<file path="src/snv_pkg.sv">
// constants and types for the serial shadowed-ram controller
// assumes a 100 MHz system clock; no bus, all control on pins
package snv_pkg;
    localparam int CLK_PERIOD_NS = 10;
    localparam int RELOAD_MAX_NS = 2000;
    localparam int RELOAD_CYC    = RELOAD_MAX_NS / CLK_PERIOD_NS;
    localparam int COMMIT_MAX_MS = 5;
    localparam int COMMIT_CYC    = COMMIT_MAX_MS * 1000000 / CLK_PERIOD_NS;
    localparam int TMR_W         = 20;
    localparam int WORD_W        = 16;
    localparam int ADDR_W        = 4;
    localparam int WORDS         = 16;
    localparam int FIFO_DEPTH    = 16;
    localparam logic [4:0] READ_SIG_BITS = 5'h07;
    localparam logic [4:0] INSTR_BITS    = 5'h08;
    localparam logic [4:0] DATA_BITS     = 5'h10;
    localparam logic [2:0] OP_LOCK   = 3'h0;
    localparam logic [2:0] OP_COMMIT = 3'h1;
    localparam logic [2:0] OP_ARM    = 3'h2;
    localparam logic [2:0] OP_WRITE  = 3'h3;
    localparam logic [2:0] OP_UNLOCK = 3'h4;
    localparam logic [2:0] OP_RELOAD = 3'h5;
    localparam logic [1:0] OP_READ_HI = 2'h3;
    localparam logic LATCH_RST = 1'b0;
    typedef struct packed {
        logic [ADDR_W-1:0] addr;
        logic [WORD_W-1:0] data;
    } snv_word_t;
    typedef struct packed {
        logic chip_select;
        logic serial_clock;
        logic serial_in;
        logic reload_n;
        logic supply_low;
    } snv_pins_t;
    typedef enum logic [3:0] {
        NV_PWRUP  = 4'b0001,
        NV_IDLE   = 4'b0010,
        NV_RELOAD = 4'b0100,
        NV_COMMIT = 4'b1000
    } snv_nv_t;
    typedef enum logic [5:0] {
        SH_HUNT  = 6'b000001,
        SH_INSTR = 6'b000010,
        SH_RWAIT = 6'b000100,
        SH_RDATA = 6'b001000,
        SH_WDATA = 6'b010000,
        SH_DONE  = 6'b100000
    } snv_sh_t;
endpackage : snv_pkg
</file>
<file path="src/snv_ctrl.sv">
// serial command decoder, protection latches and array transfers
// assumes all pins asynchronous to SYS_CLK; RST_N is power-up
`timescale 1ns/1ps
`default_nettype none

module snv_fifo
    import snv_pkg::*;
#(
    parameter int W     = 20,
    parameter int DEPTH = 16
) (
    input  wire logic         clk,       // system clock
    input  wire logic         rst_n,     // async reset
    input  wire logic         in_valid,  // push request
    output logic              in_ready,  // not full
    input  wire logic [W-1:0] in_data,   // pushed word
    output logic              out_valid, // not empty
    input  wire logic         out_ready, // drain may take
    output logic [W-1:0]      out_data   // head word
);
    localparam int PW = $clog2(DEPTH);
    typedef struct packed {
        logic [PW-1:0] wp;
        logic [PW-1:0] rp;
        logic [PW:0]   cnt;
    } snv_fptr_t;
    snv_fptr_t      r;
    snv_fptr_t      nx;
    logic [W-1:0]   mem [DEPTH];
    logic           push;
    logic           pop;

    assign in_ready  = r.cnt != (PW+1)'(DEPTH);
    assign out_valid = r.cnt != '0;
    assign out_data  = mem[r.rp];
    assign push      = in_valid && in_ready;
    assign pop       = out_valid && out_ready;

    always_comb begin
        nx = r;
        if (push) begin
            nx.wp = r.wp + 1'b1;
        end
        if (pop) begin
            nx.rp = r.rp + 1'b1;
        end
        nx.cnt = r.cnt + (PW+1)'(push) - (PW+1)'(pop);
    end

    always_ff @(posedge clk or negedge rst_n) begin
        if (!rst_n) begin
            r <= '0;
        end else begin
            r <= nx;
        end
    end

    always_ff @(posedge clk) begin
        if (push) begin
            mem[r.wp] <= in_data;
        end
    end
endmodule : snv_fifo

// Notes on behaviour
// (RULE1) rising serial clock shifts 8-bit instruction
// (RULE2) msb first, address 6..3, opcode 2..0
// (RULE3) input ignored until a start one
// (RULE4) stopped serial clock freezes all shifting
// (RULE5) chip select low clears instruction register
// (RULE6) opcode decode per instruction set
// (RULE7) reload command or pin copies, sets latch
// (RULE8) power-up reload leaves reload latch clear
// (RULE9) writes and commits need write-enable latch; the supply-drop auto-commit does not check it
// (RULE10) write-enable latch cleared at power-up
// (RULE11) commit needs both latches set; the supply-drop auto-commit checks neither
// (RULE12) commit blocks all; clears write-enable
// (RULE13) commit 5 ms, reload 2 us
// (RULE14) write: address then 16 data bits
// (RULE15) early deselect still writes shifted bits
// (RULE16) beyond 24 clocks data is overwritten
// (RULE17) read: first bit on eighth falling edge
// (RULE18) serial output driven only during read data
// (RULE19) armed latch commits on supply drop
// (RULE20) supply-fail open-drain, low while supply low
// (RULE21) commands ignored during power-up reload
// (RULE22) host waits 200 us read, 5 ms write
// (RULE23) supply-low is a synchronised digital input
module snv_ctrl
    import snv_pkg::*;
#(
    parameter int COMMIT_CYCLES = COMMIT_CYC
) (
    input  wire logic SYS_CLK,         // 100 MHz system clock
    input  wire logic RST_N,           // power-up reset, async
    input  wire logic CHIP_SELECT,     // host chip select, high active
    input  wire logic SERIAL_CLOCK,    // host serial clock
    input  wire logic SERIAL_IN,       // host serial data
    input  wire logic RELOAD_N,        // hardware reload, low active
    input  wire logic SUPPLY_LOW,      // supply below threshold
    output logic      SERIAL_OUT,      // read data bit
    output logic      SERIAL_OUT_OE,   // read data driven
    output logic      SUPPLY_FAIL_N_O, // open-drain level, always 0
    output logic      SUPPLY_FAIL_OE,  // pulls flag low
    output logic      WRITE_ENABLED,   // write-enable latch
    output logic      PREV_RELOADED,   // previous-reload latch
    output logic      AUTO_ARMED,      // auto-commit latch
    output logic      NV_BUSY          // reload or commit running
);
    typedef struct packed {
        snv_pins_t          s1;
        snv_pins_t          s2;
        logic               sk_d;
        logic               low_d;
        snv_sh_t            sh;
        logic [7:0]         instr;
        logic [4:0]         bcnt;
        logic [ADDR_W-1:0]  addr;
        logic [WORD_W-1:0]  sreg;
        logic [4:0]         wbits;
        snv_nv_t            nv;
        logic [TMR_W-1:0]   tmr;
        logic               wen;
        logic               prev;
        logic               arm;
        logic               pend;
        snv_word_t          pword;
        logic               so;
        logic               so_oe;
        logic               fail_oe;
    } snv_st_t;

    snv_st_t        r;
    snv_st_t        nx;
    logic [WORD_W-1:0] ram [WORDS];
    logic [WORD_W-1:0] eep [WORDS];
    logic           do_reload;
    logic           do_commit;
    logic           f_ready;
    logic           f_valid;
    logic           f_take;
    snv_word_t      f_word;
    logic           sk_rise;
    logic           sk_fall;
    logic           gate;

    assign SERIAL_OUT      = r.so;
    assign SERIAL_OUT_OE   = r.so_oe;
    assign SUPPLY_FAIL_N_O = 1'b0;
    assign SUPPLY_FAIL_OE  = r.fail_oe;
    assign WRITE_ENABLED   = r.wen;
    assign PREV_RELOADED   = r.prev;
    assign AUTO_ARMED      = r.arm;
    assign NV_BUSY         = r.nv != NV_IDLE;

    // (RULE4) edges only from sampled clock, none when static
    assign sk_rise = r.s2.serial_clock && !r.sk_d;
    assign sk_fall = !r.s2.serial_clock && r.sk_d;
    // (RULE12) blocked while busy or words pending
    assign gate    = (r.nv == NV_IDLE) && !r.pend && !f_valid;
    // drain stalls during transfers so the buffer can fill
    assign f_take  = r.nv == NV_IDLE;

    snv_fifo #(
        .W     ($bits(snv_word_t)),
        .DEPTH (FIFO_DEPTH)
    ) u_fifo (
        .clk       (SYS_CLK),
        .rst_n     (RST_N),
        .in_valid  (r.pend),
        .in_ready  (f_ready),
        .in_data   (r.pword),
        .out_valid (f_valid),
        .out_ready (f_take),
        .out_data  (f_word)
    );

    always_comb begin
        nx = r;
        do_reload = 1'b0;
        do_commit = 1'b0;
        // (RULE23) two-stage pin synchronisers
        nx.s1 = '{CHIP_SELECT, SERIAL_CLOCK, SERIAL_IN, RELOAD_N,
                  SUPPLY_LOW};
        nx.s2 = r.s1;
        nx.sk_d = r.s2.serial_clock;
        nx.low_d = r.s2.supply_low;
        // (RULE20) open-drain flag follows supply low
        nx.fail_oe = r.s2.supply_low;
        if (r.pend && f_ready) begin
            nx.pend = 1'b0;
        end

        if (!r.s2.chip_select) begin
            // (RULE5) deselect clears instruction register
            nx.sh    = SH_HUNT;
            nx.instr = '0;
            nx.bcnt  = '0;
            nx.so_oe = 1'b0;
            // (RULE15) partial or full word written at deselect
            if (r.sh == SH_WDATA && r.wbits != '0 && r.wen) begin
                nx.pend  = 1'b1;
                nx.pword = '{r.addr, r.sreg};
            end
        end else if (r.nv != NV_IDLE) begin
            // (RULE12) transfers abort an open frame
            nx.sh    = SH_DONE;
            nx.so_oe = 1'b0;
        end else begin
            unique case (r.sh)
                SH_HUNT: begin
                    // (RULE3) wait for start one
                    // (RULE21) ignored while busy
                    if (sk_rise && r.s2.serial_in && gate) begin
                        nx.sh    = SH_INSTR;
                        nx.instr = 8'h01;
                        nx.bcnt  = 5'h01;
                    end
                end
                SH_INSTR: begin
                    if (sk_rise) begin
                        // (RULE1) shift on rising edge
                        // (RULE2) msb first
                        nx.instr = {r.instr[6:0], r.s2.serial_in};
                        nx.bcnt  = r.bcnt + 5'h01;
                        // (RULE17) read known after seven bits
                        if (nx.bcnt == READ_SIG_BITS &&
                            nx.instr[1:0] == OP_READ_HI) begin
                            nx.sh   = SH_RWAIT;
                            nx.addr = nx.instr[5:2];
                            nx.sreg = ram[nx.instr[5:2]];
                        end else if (nx.bcnt == INSTR_BITS) begin
                            nx.sh   = SH_DONE;
                            nx.addr = nx.instr[6:3];
                            // (RULE6) opcode decode
                            unique case (nx.instr[2:0])
                                OP_LOCK: begin
                                    // (RULE9) lock clears latch
                                    nx.wen = 1'b0;
                                end
                                OP_UNLOCK: begin
                                    // (RULE9) unlock sets latch
                                    nx.wen = 1'b1;
                                end
                                OP_ARM: begin
                                    // (RULE19) arm auto-commit
                                    nx.arm = 1'b1;
                                end
                                OP_COMMIT: begin
                                    // (RULE11) both latches needed
                                    do_commit = r.wen && r.prev;
                                end
                                OP_RELOAD: begin
                                    do_reload = 1'b1;
                                end
                                OP_WRITE: begin
                                    // (RULE14) data follows at once
                                    nx.sh    = SH_WDATA;
                                    nx.sreg  = '0;
                                    nx.wbits = '0;
                                end
                                default: begin
                                    nx.sh = SH_DONE;
                                end
                            endcase
                        end
                    end
                end
                SH_RWAIT: begin
                    // (RULE17) first bit on eighth falling edge
                    if (sk_fall && r.bcnt == INSTR_BITS) begin
                        nx.sh    = SH_RDATA;
                        nx.so    = r.sreg[WORD_W-1];
                        nx.sreg  = {r.sreg[WORD_W-2:0], 1'b0};
                        nx.so_oe = 1'b1;
                        nx.wbits = 5'h01;
                    end else if (sk_rise) begin
                        nx.bcnt = INSTR_BITS;
                    end
                end
                SH_RDATA: begin
                    if (sk_rise) begin
                        // (RULE18) released after last bit
                        if (r.wbits == DATA_BITS) begin
                            nx.sh    = SH_DONE;
                            nx.so_oe = 1'b0;
                        end else begin
                            nx.so    = r.sreg[WORD_W-1];
                            nx.sreg  = {r.sreg[WORD_W-2:0], 1'b0};
                            nx.wbits = r.wbits + 5'h01;
                        end
                    end
                end
                SH_WDATA: begin
                    if (sk_rise) begin
                        // (RULE16) keeps shifting past 16 bits
                        nx.sreg = {r.sreg[WORD_W-2:0], r.s2.serial_in};
                        if (r.wbits != DATA_BITS) begin
                            nx.wbits = r.wbits + 5'h01;
                        end
                    end
                end
                SH_DONE: begin
                    nx.sh = SH_DONE;
                end
                default: begin
                    nx.sh = SH_HUNT;
                end
            endcase
        end

        // hardware reload and auto-commit only when idle
        if (r.nv == NV_IDLE && !f_valid && !r.pend) begin
            // (RULE19) armed commit on supply drop
            if (r.arm && r.s2.supply_low && !r.low_d) begin
                do_commit = 1'b1;
            end else if (!r.s2.reload_n) begin
                // (RULE7) hardware reload pin
                do_reload = 1'b1;
            end
        end

        unique case (r.nv)
            NV_PWRUP, NV_RELOAD: begin
                if (r.tmr == TMR_W'(1)) begin
                    nx.nv = NV_IDLE;
                end else begin
                    nx.tmr = r.tmr - TMR_W'(1);
                end
            end
            NV_COMMIT: begin
                if (r.tmr == TMR_W'(1)) begin
                    nx.nv = NV_IDLE;
                    // (RULE12) commit end clears write enable
                    nx.wen = 1'b0;
                end else begin
                    nx.tmr = r.tmr - TMR_W'(1);
                end
            end
            NV_IDLE: begin
                if (do_commit) begin
                    // (RULE13) commit window
                    nx.nv  = NV_COMMIT;
                    nx.tmr = TMR_W'(COMMIT_CYCLES);
                end else if (do_reload) begin
                    // (RULE7) reload sets previous-reload latch
                    // (RULE13) reload window
                    nx.nv   = NV_RELOAD;
                    nx.tmr  = TMR_W'(RELOAD_CYC);
                    nx.prev = 1'b1;
                end
            end
            default: begin
                nx.nv = NV_IDLE;
            end
        endcase
    end

    always_ff @(posedge SYS_CLK or negedge RST_N) begin
        if (!RST_N) begin
            r       <= '0;
            r.sh    <= SH_HUNT;
            // (RULE8) power-up reload, reload latch clear
            r.nv    <= NV_PWRUP;
            r.tmr   <= TMR_W'(RELOAD_CYC);
            // (RULE10) latches cleared at power-up
            r.wen   <= LATCH_RST;
            r.prev  <= LATCH_RST;
            r.arm   <= LATCH_RST;
            r.sk_d  <= 1'b0;
        end else begin
            r <= nx;
        end
    end

    // arrays copy at the end of each transfer window
    always_ff @(posedge SYS_CLK) begin
        if ((r.nv == NV_PWRUP || r.nv == NV_RELOAD) &&
            r.tmr == TMR_W'(1)) begin
            for (int i = 0; i < WORDS; i++) begin
                ram[i] <= eep[i];
            end
        end else if (f_valid && f_take) begin
            // (RULE9) only latched-enabled words reach the buffer
            ram[f_word.addr] <= f_word.data;
        end
    end

    always_ff @(posedge SYS_CLK) begin
        if (r.nv == NV_COMMIT && r.tmr == TMR_W'(1)) begin
            for (int i = 0; i < WORDS; i++) begin
                eep[i] <= ram[i];
            end
        end
    end
endmodule : snv_ctrl

`default_nettype wire

</file>
<file path="config.mk">
export PLATFORM = sky130hd
export DESIGN_NAME = snv_ctrl
export DESIGN_NICKNAME = d
export VERILOG_FILES = /design/src/snv_pkg.sv /design/src/snv_ctrl.sv
export SDC_FILE = /design/constraint.sdc
export NUM_CORES = 1
export LEC_CHECK = 0
export BUFFER_PORTS_ARGS = -buffer_cell sky130_fd_sc_hd__clkbuf_2
export CAP_MARGIN = 15
export CORE_MARGIN = 3
export CORE_UTILIZATION = 57
export CTS_CLUSTER_DIAMETER = 200
export DETAILED_ROUTE_END_ITERATION = 12
export HOLD_SLACK_MARGIN = 0.15
export PLACE_DENSITY = 0.76
export SETUP_SLACK_MARGIN = 0.5
export SKIP_LAST_GASP = 1
export SYNTH_ARGS = -nofsm -noshare
export SYNTH_HDL_FRONTEND = slang
export SYNTH_SLANG_ARGS = --single-unit
export TNS_END_PERCENT = 10
</file>
<file path="constraint.sdc">
create_clock -name SYS_CLK -period 8.3 [get_ports SYS_CLK]
set_input_delay 1.245 -clock SYS_CLK [delete_from_list [all_inputs] [get_ports SYS_CLK]]
set_output_delay 1.245 -clock SYS_CLK [all_outputs]
set_load 0.01 [all_outputs]
</file>
### Word level (Yosys, flattened, before mapping)

Memory sizes are Yosys's and may differ from the RTL's.
Index checks and enable logic that the tools add are counted.

* output and inout bits: 8
* register bits: 118
* memories kept: 3
* bits in writable memories: 832

* $add $sub $neg: 7
* eq/ne operators: 53
* muxes and demuxes: 83
* reduce and logical (&&, ||, !) cells: 47
* bitwise operators: 4

Memories
* u_fifo.mem: depth 16, width 20, read ports 1, clocked after Yosys merged registers in 0, write ports 1, line snv_ctrl.sv:29 `logic [W-1:0] mem [DEPTH];`
* eep: depth 16, width 16, read ports 16, clocked after Yosys merged registers in 0, write ports 16, line snv_ctrl.sv:136 `logic [WORD_W-1:0] eep [WORDS];`
* ram: depth 16, width 16, read ports 17, clocked after Yosys merged registers in 0, write ports 16, line snv_ctrl.sv:135 `logic [WORD_W-1:0] ram [WORDS];`

Operators with widths (number)
* $mux 21: 7
* $pmux 21 s4: 1
* $mux 24: 2
* $mux 44: 1
* $mux 1: 42
* $mux 6: 7
* $mux 20: 2
* $pmux 20 s2: 1
* $mux 19: 2
* $mux 38: 1
* $pmux 6 s6: 1
* $mux 25: 1
* $ne 3x3->1 const B: 7
* $eq 20x1->1 const B: 1
* $mux 5: 4
* $ne 4x4->1 const B: 5
* $sub 20x1->20 const B: 1
* $logic_and 1x1->1: 19
* $ne 2x2->1 const B: 9
* $mux 16: 1
* $pmux 8 s2: 1
* $reduce_or 16->1: 1
* $ne 5x5->1 const B: 3
* $pmux 5 s3: 1
* 47 further kinds: 73

### Logic depth before layout (Yosys ltp)

Gate-level depths: netlist of the first run.

* depth in word-level cells: 14
* gate-level depth with buffers: 15
* depth with buffers taken out: 15

### By module

Synthesis of the first run repeated with hierarchy kept, for this count alone.

* cell total of the unflattened synthesis: 2192
* area, all modules: 39118.8 um2

Modules (own cells, without submodules)
* snv_ctrl: times used 1, cells each 1527, area an instance 26056.2 um2
* snv_fifo: times used 1, cells each 665, area an instance 13062.5 um2

### Worst setup path before layout of the first run

Ideal clock, no wire load.

* kind: flip-flop to flip-flop
* start point: reg r[34] in the netlist's numbering
* end point: mem eep[0][0] (enable)
* clock period less this slack: 8067 ps
* stages on the path, launching flop included: 6
* setup slack: 233 ps
* path buffers: 0
* library setup time: 652 ps
* data arrival time: 7415 ps
* path through: dfstp_2 or4_1 nor4_1 nand2_1 nor2_1 and3_1

RTL lines
* from (decl): line snv_ctrl.sv:133 `snv_st_t r;`
* from (signal assigned): line snv_ctrl.sv:372 `r <= nx;`
* to (decl): line snv_ctrl.sv:136

==> qor.csv, run 1 <==
metric,value,unit
result of the run,"complete, no violations",
global-route track usage on met2,38.6,%
CTS tree,yes,
share of final-layout standard cells stronger than drive strength 1,32.3,%
total of warnings raised by yosys,0,
Crit Path Category,flip-flop to flip-flop,
Final GP Congestion,0.841,
wire length per cell,29.2,um
Critical Path Sink Type,flip-flop,
routing usage on met1,36.6,%
kind of cell adding the most delay to the critical path,simple AND/OR/NAND/NOR gates,
kind of start point of the critical path,flip-flop,
estimated wirelength of the detail-placed design,51.1,mm
mean area per synthesized cell,19.2,um2
cell count after synthesis,2014,
most common cell in the netlist,sky130_fd_sc_hd__edfxtp_1,
count of hold buffers inserted by post-cts repair,0,
post-synthesis sequential area ratio,72.2,%
xor/xnor share of the synthesized area,0.408,%
Tightest Pin Transition,1250,ps
setup tns final,0,ps
routing usage on met3,5.02,%
Synth Area in Compound Gates,2.70,%
delay of the slowest critical-path stage,900,ps
standard cell core area,66500,um2
Lkg Pwr,10.7,nW
clock tree skew after final layout,31.5,ps
Achievable Freq,237,MHz
setup repair after global routing missed its margin,no,
GRT Util Overall,25.0,%
Die Footprint,71000,um2
die height,267,um
cell area after synthesis,38700,um2
initial standard-cell utilization of the core,58.2,%
clock transition time at the flip-flop clock pins of the worst setup and hold paths,60,ps
Inserted Clock Buffers,92,
async set-reset flop share out of synthesis,12.3,%
number of antenna violations at the first check in global routing,5,
main combinational cell family by area after synthesis,multiplexers,
distinct cell type count of the synthesized netlist,82,
io pins,15,
count of non-filler cells in the finished layout,2973,
Port Buffers,13,
Worst Path Required,8560,ps
post-route ant nets,0,
total power density per cell area,231,nW/um2
number of max-slew violations in the final report,0,
"Setup violations, final",0,
mux contribution to synthesized area,18.7,%
post-place instance area,39600,um2
dominant register cell in the synthesized netlist,sky130_fd_sc_hd__edfxtp_1,
"buffers from clock root to sink, at most",3,
synthesized netlist net count,2041,
Layout area overhead,10.4,%
first-pass GRT wire length,131,mm
"area leader, netlist",sky130_fd_sc_hd__edfxtp_1,
latest clock arrival within the worst-skew pair,660,ps
final global-route overflow total,0,
total count of hold-check failures in the final report,0,
# Max-Cap Violations,0,
aggregate routed wire length,86.7,mm
Post-CTS Setup Bufs,0,
iteration-0 DRC count of the detailed router,2194,
Rows,94,
via count of the first global-routing pass,20000,
count of unresolved DRC violations after routing,0,
Most Crowded Layer GR,met2,
average via count per standard cell,6.64,
final critical-path share of the clock period,50.8,%
detailed-router iteration count before antenna repair,7,
type of the worst min-delay path,flip-flop to flip-flop,
adder and majority gate portion of the synthesized area,0.666,%
peak fanout along the critical path,35,
critical path arrival,4470,ps
number of clock sinks seen by CTS,949,
biggest area contributors in the synthesized netlist,"sky130_fd_sc_hd__edfxtp_1 65%, sky130_fd_sc_hd__mux4_2 10%, sky130_fd_sc_hd__mux2_2 8.2%, sky130_fd_sc_hd__dfrtp_1 7.2%, sky130_fd_sc_hd__nor2_1 0.72%",
Yosys top cell area share,64.6,%
"Max stage delay cell, worst path",sky130_fd_sc_hd__dfrtp_4,
post-route design area,42700,um2
"number of placed instances, taps included",2797,
Place WS,4100,ps
post-layout total power,0.00985,W
number of enable-type register cells in the synthesized netlist,832,
min Tclk post-route,4210,ps
root buffer selected by CTS,sky130_fd_sc_hd__clkbuf_16,
leading cell types by count after synthesis,"832 x sky130_fd_sc_hd__edfxtp_1, 283 x sky130_fd_sc_hd__mux2_2, 176 x sky130_fd_sc_hd__mux4_2, 112 x sky130_fd_sc_hd__dfrtp_1, 74 x sky130_fd_sc_hd__nor2_1",
post-synthesis simple-gate area fraction,3.63,%
Resized cells post-CTS,0,
remaining max-slew budget at the tightest pin,17.0,%
cell-by-cell trace of the critical path,mux4_2 > a22oi_1 > and3_1 > nor2b_1 > and2_1 > nand2b_1,
via count,19700,
total buffers and inverters traversed by the critical path,0,
smallest setup slack after layout,4090,ps
Die W,267,um
Max H-tree Level,3,
nets@finish,2056,
largest vdd supply drop,0.000212,V
largest net degree at the start of global routing,150,
"FF+latch count, synth",949,
[final cells by class]
class                   count  area, um2
inverters                  26       97.6
diodes                      3       7.51
flip-flops and latches    949      27900
clock inverters            57        629
fillers                  4221      23800
multi-input cells         925      10200
well taps                 864       1080
repair buffers             35        285
clock buffers             114       2450
[power by group]
part	switching, W	internal, W
clock network	0.00181	0.00245
registers	0.0000846	0.00518
logic	0.000217	0.000114
total	0.00211	0.00774
[flip-flops by register name, indices dropped and copies added (netlist names)]
name	cells
u_fifo.mem	320
eep	256
ram	256
r	91
u_fifo.r	13
nx	7
AUTO_ARMED	1
PREV_RELOADED	1
SERIAL_OUT	1
SERIAL_OUT_OE	1
SUPPLY_FAIL_OE	1
WRITE_ENABLED	1
[cells by family after synthesis]
group	after synthesis
DFF	949
muxes	466
and+or+nand+nor	262
AOI/OAI and AO/OA	158
buffers and inverters	140
adders and majority gates	20
xor gates and xnor gates	18
other	1
[worst register-to-register path, delay by kind of cell, from the launching register on]
family / cells / cell delay (ps)
and+or+nand+nor: 4 / 2090
DFF: 1 / 900
muxes: 1 / 620
AOI/OAI and AO/OA: 1 / 210
[cells in the final DEF (no fill, tap or decap), types with 8 or more instances in the layout]
| master | synthesis | routed |
|---|---|---|
| sky130_fd_sc_hd__edfxtp_1 | 832 | 832 |
| sky130_fd_sc_hd__mux4_2 | 176 | 176 |
| sky130_fd_sc_hd__ha_1 | 19 | 19 |
| sky130_fd_sc_hd__nand3_1 | 12 | 12 |
| sky130_fd_sc_hd__clkbuf_16 | 0 | 93 |
| sky130_fd_sc_hd__bufinv_16 | 0 | 11 |
| sky130_fd_sc_hd__buf_4 | 11 | 20 |
| sky130_fd_sc_hd__clkbuf_1 | 47 | 17 |
| sky130_fd_sc_hd__or4_1 | 11 | 11 |
| sky130_fd_sc_hd__nand2b_1 | 17 | 17 |
| sky130_fd_sc_hd__xnor2_1 | 12 | 12 |
| sky130_fd_sc_hd__a22oi_1 | 17 | 17 |
| sky130_fd_sc_hd__nor4_1 | 8 | 8 |
| sky130_fd_sc_hd__clkbuf_2 | 1 | 12 |
| sky130_fd_sc_hd__inv_1 | 24 | 24 |
| sky130_fd_sc_hd__nor2_1 | 74 | 62 |
| sky130_fd_sc_hd__dfrtp_1 | 112 | 107 |
| sky130_fd_sc_hd__nand2_1 | 53 | 53 |
| sky130_fd_sc_hd__and2_1 | 11 | 11 |
| sky130_fd_sc_hd__o21ai_0 | 30 | 30 |
| sky130_fd_sc_hd__or3_1 | 8 | 8 |
| sky130_fd_sc_hd__a21oi_1 | 44 | 44 |
| sky130_fd_sc_hd__nor3_1 | 18 | 13 |
| sky130_fd_sc_hd__clkinv_2 | 0 | 12 |
| sky130_fd_sc_hd__o211ai_1 | 8 | 8 |
| sky130_fd_sc_hd__mux2_2 | 283 | 283 |
| sky130_fd_sc_hd__clkinv_1 | 0 | 21 |
[stage by stage]
step           hold WS [ps]  utilization (%)
6_report                345             64.3
3_3_place_gp            338             59.5
2_1_floorplan           331                -
3_5_place_dp            336             59.5
4_1_cts                 350             64.2
5_1_grt                 359             64.2
[path summary, 6_finish.rpt]
| check | from | to | slack [ps] | cells after the start |
|---|---|---|---|---|
| max in group asynchronous | RST_N | u_fifo.r[5]$_DFFE_PN0P_ | 6180 | 2 |
| max | u_fifo.r[5]$_DFFE_PN0P_ | ram[8][10]$_DFFE_PP_ | 4090 | 6 |
| max reg2reg | u_fifo.r[5]$_DFFE_PN0P_ | ram[8][10]$_DFFE_PP_ | 4090 | 6 |
| min in group asynchronous | RST_N | nx[100]$_DFF_PN0_ | 620 | 1 |
| min | nx[101]$_DFF_PN0_ | r[101]$_DFF_PN0_ | 350 | 0 |
| min reg2reg | nx[101]$_DFF_PN0_ | r[101]$_DFF_PN0_ | 350 | 0 |
[metal layers]
layer,routed length (um),part of all wire (%)
met5,13,0.015
met4,2010,2.3
met3,7910,9.1
met2,41700,48
met1,35100,40
(Power assumes the default switching activity.)
==> run 2: changes to the inputs <==
--- a/config.mk
+++ b/config.mk
@@ -8,7 +8,7 @@
 export BUFFER_PORTS_ARGS = -buffer_cell sky130_fd_sc_hd__clkbuf_2
 export CAP_MARGIN = 15
 export CORE_MARGIN = 3
-export CORE_UTILIZATION = 57
+export CORE_UTILIZATION = 60
 export CTS_CLUSTER_DIAMETER = 200
 export DETAILED_ROUTE_END_ITERATION = 12
 export HOLD_SLACK_MARGIN = 0.15
==> constraint.sdc (replaced) <==
create_clock -name SYS_CLK -period 4.29 [get_ports SYS_CLK]
set_input_delay 0.6435 -clock SYS_CLK [delete_from_list [all_inputs] [get_ports SYS_CLK]]
set_output_delay 0.6435 -clock SYS_CLK [all_outputs]
set_load 0.01 [all_outputs]
==> run 2 against run 1 <==
Sequential power is 94% higher. First-iteration DRC count down 1.7%. Sequential share of layout area shrank 0.63 points.
==> qor.csv, run 2 (synthesis results as in run 1) <==
metric,value,unit
via count of the first global-routing pass,20400,
Max H-tree Level,3,
peak fanout along the critical path,7,
result of the run,"complete, no violations",
latest clock arrival within the worst-skew pair,650,ps
first-pass GRT wire length,129,mm
number of antenna violations at the first check in global routing,3,
aggregate routed wire length,85.6,mm
clock tree skew after final layout,23.8,ps
type of the worst min-delay path,primary input to asynchronous set/reset pin,
Achievable Freq,289,MHz
Die Footprint,67600,um2
setup repair after global routing missed its margin,no,
Place WS,638,ps
critical register-to-register path endpoint,u_fifo.r[4]$_DFF_PN0_,
nets@finish,2116,
clock transition time at the flip-flop clock pins of the worst setup and hold paths,70,ps
"reg-to-reg slack, setup",830,ps
cell-by-cell trace of the critical path,inv_1 > ha_1 > or3b_2 > o21ai_4 > inv_1 > ha_1 > inv_1 > ha_1 > inv_1 > fa_1 > inv_1 > a21oi_1 > nor2_1 > nor2_1 > xnor2_1,
kind of cell adding the most delay to the critical path,adder cells,
share of final-layout standard cells stronger than drive strength 1,34.0,%
post-route design area,43100,um2
standard cell core area,63400,um2
total count of hold-check failures in the final report,0,
final critical-path share of the clock period,80.6,%
critical register-to-register path startpoint,u_fifo.r[2]$_DFF_PN0_,
number of max-slew violations in the final report,0,
CTS tree,yes,
critical path arrival,3980,ps
via count,19800,
Die W,260,um
count of unresolved DRC violations after routing,0,
root buffer selected by CTS,sky130_fd_sc_hd__clkbuf_16,
final global-route overflow total,0,
largest net degree at the start of global routing,75,
Worst Path Required,4810,ps
setup tns final,0,ps
number of clock sinks seen by CTS,949,
average via count per standard cell,6.56,
"Setup violations, final",0,
estimated wirelength of the detail-placed design,50.1,mm
most frequent cells in the layout,"832 x sky130_fd_sc_hd__edfxtp_1, 283 x sky130_fd_sc_hd__mux2_2, 176 x sky130_fd_sc_hd__mux4_2",
"buffers from clock root to sink, at most",3,
Tightest Pin Transition,1110,ps
initial standard-cell utilization of the core,61.0,%
io pins,15,
max FFs per register,320,
remaining max-slew budget at the tightest pin,25.8,%
ANT cells,0,
largest registers,"u_fifo.mem: 320 flops, eep: 256 flops, ram: 256 flops",
detailed-router iteration count before antenna repair,6,
Inserted Clock Buffers,93,
Lkg Pwr,11.0,nW
Final GP Congestion,0.845,
die height,260,um
"leading cell type in the layout, fill and taps excluded",sky130_fd_sc_hd__edfxtp_1,
min Tclk post-route,3460,ps
Rows,92,
post-route ant nets,0,
# Max-Cap Violations,0,
Critical Path Sink Type,flip-flop,
cell count along the critical path,15,
kind of start point of the critical path,flip-flop,
largest vdd supply drop,0.000355,V
wire length per cell,28.4,um
delay of the slowest critical-path stage,530,ps
CP most frequent cell,sky130_fd_sc_hd__inv_1,
count of cells along the worst register-to-register path,15,
"Max stage delay cell, worst path",sky130_fd_sc_hd__or3b_2,
Crit Path Category,flip-flop to flip-flop,
iteration-0 DRC count of the detailed router,2157,
Biggest register,u_fifo.mem,
Layout area overhead,11.4,%
total power density per cell area,441,nW/um2
post-place instance area,40000,um2
smallest setup slack after layout,833,ps
total buffers and inverters traversed by the critical path,5,
GRT Util Overall,26.1,%
Port Buffers,13,
[run 2: cell types whose count changed in the layout (fill, tap and decap cells not counted), sizes merged]
cell / previous run / this run
clkinvlp: 4 / 3
clkbuf: 126 / 138
clkinv: 36 / 30
inv: 32 / 31
bufinv: 11 / 8
diode: 3 / 0
buf: 23 / 77
dlygate4sd3: 0 / 5
[run 2: worst reg2reg max path, cell delays in order (launching register included)]
cell                      delay (ps)
sky130_fd_sc_hd__dfrtp_1         380
sky130_fd_sc_hd__inv_1            80
sky130_fd_sc_hd__ha_1            180
sky130_fd_sc_hd__or3b_2          530
sky130_fd_sc_hd__o21ai_4         400
sky130_fd_sc_hd__inv_1           300
sky130_fd_sc_hd__ha_1            360
sky130_fd_sc_hd__inv_1            60
sky130_fd_sc_hd__ha_1            150
sky130_fd_sc_hd__inv_1            60
sky130_fd_sc_hd__fa_1            430
sky130_fd_sc_hd__inv_1            70
sky130_fd_sc_hd__a21oi_1          60
sky130_fd_sc_hd__nor2_1           90
sky130_fd_sc_hd__nor2_1           60
sky130_fd_sc_hd__xnor2_1         120
[run 2: through the flow]
step,instances,utilization (%),total power [W],hold WS [ps]
2_1_floorplan,2014,-,0.0108,331
3_3_place_gp,2835,63.1,0.0109,335
3_5_place_dp,2835,63.1,0.0110,340
4_1_cts,3012,68.0,0.0191,164
5_1_grt,3012,68.0,0.0196,211
6_report,3012,68.0,0.0190,144
[run 2: routing by layer]
layer / up-vias / global-route usage [%] / routed length (um) / part of all wire (%)
met5: - / 0 / 12 / 0.014
met4: 2 / 7.12 / 1840 / 2.1
met3: 120 / 6.01 / 7810 / 9.1
met2: 966 / 41.9 / 42200 / 49
met1: 10400 / 36.7 / 33800 / 39
li1: 8254 / - / - / -
[run 2: repair_timing]
action | in CTS | in global routing
hold endpoints to repair | 5 | 0
setup endpoints to repair | 0 | 1
resized for setup | 0 | 1
buffers inserted | 0 | 0
hold buffers | 5 | 0
[run 2: layout make-up]
type	instances	area [um2]
clock buffers	126	2580
clock inverters	46	465
fillers	3926	20300
inverters	26	97.6
multi-input cells	925	10200
flip-flops and latches	949	27900
well taps	846	1060
repair buffers	94	776
[run 2: worst max-delay path by stage]
stage | from | slack, ps | endpoint
6_report | u_fifo.r[2]$_DFF_PN0_ | 830 | u_fifo.r[4]$_DFF_PN0_
5_1_grt | u_fifo.r[6]$_DFFE_PN0P_ | 690 | ram[8][8]$_DFFE_PP_
4_1_cts | u_fifo.r[2]$_DFF_PN0_ | 630 | u_fifo.r[4]$_DFF_PN0_
3_5_place_dp | u_fifo.r[2]$_DFF_PN0_ | 640 | u_fifo.r[4]$_DFF_PN0_
3_3_place_gp | u_fifo.r[3]$_DFF_PN0_ | 740 | u_fifo.r[4]$_DFF_PN0_
2_1_floorplan | r[34]$_DFFE_PN1P_ | 500 | eep[0][0]$_DFFE_PP_
[run 2: power by group]
group	total, W	leakage (nW)	internal [W]	switching, W
clock network	0.00818	1.49	0.00472	0.00345
logic	0.000660	2.86	0.000227	0.000433
registers	0.0102	6.61	0.0100	0.000147
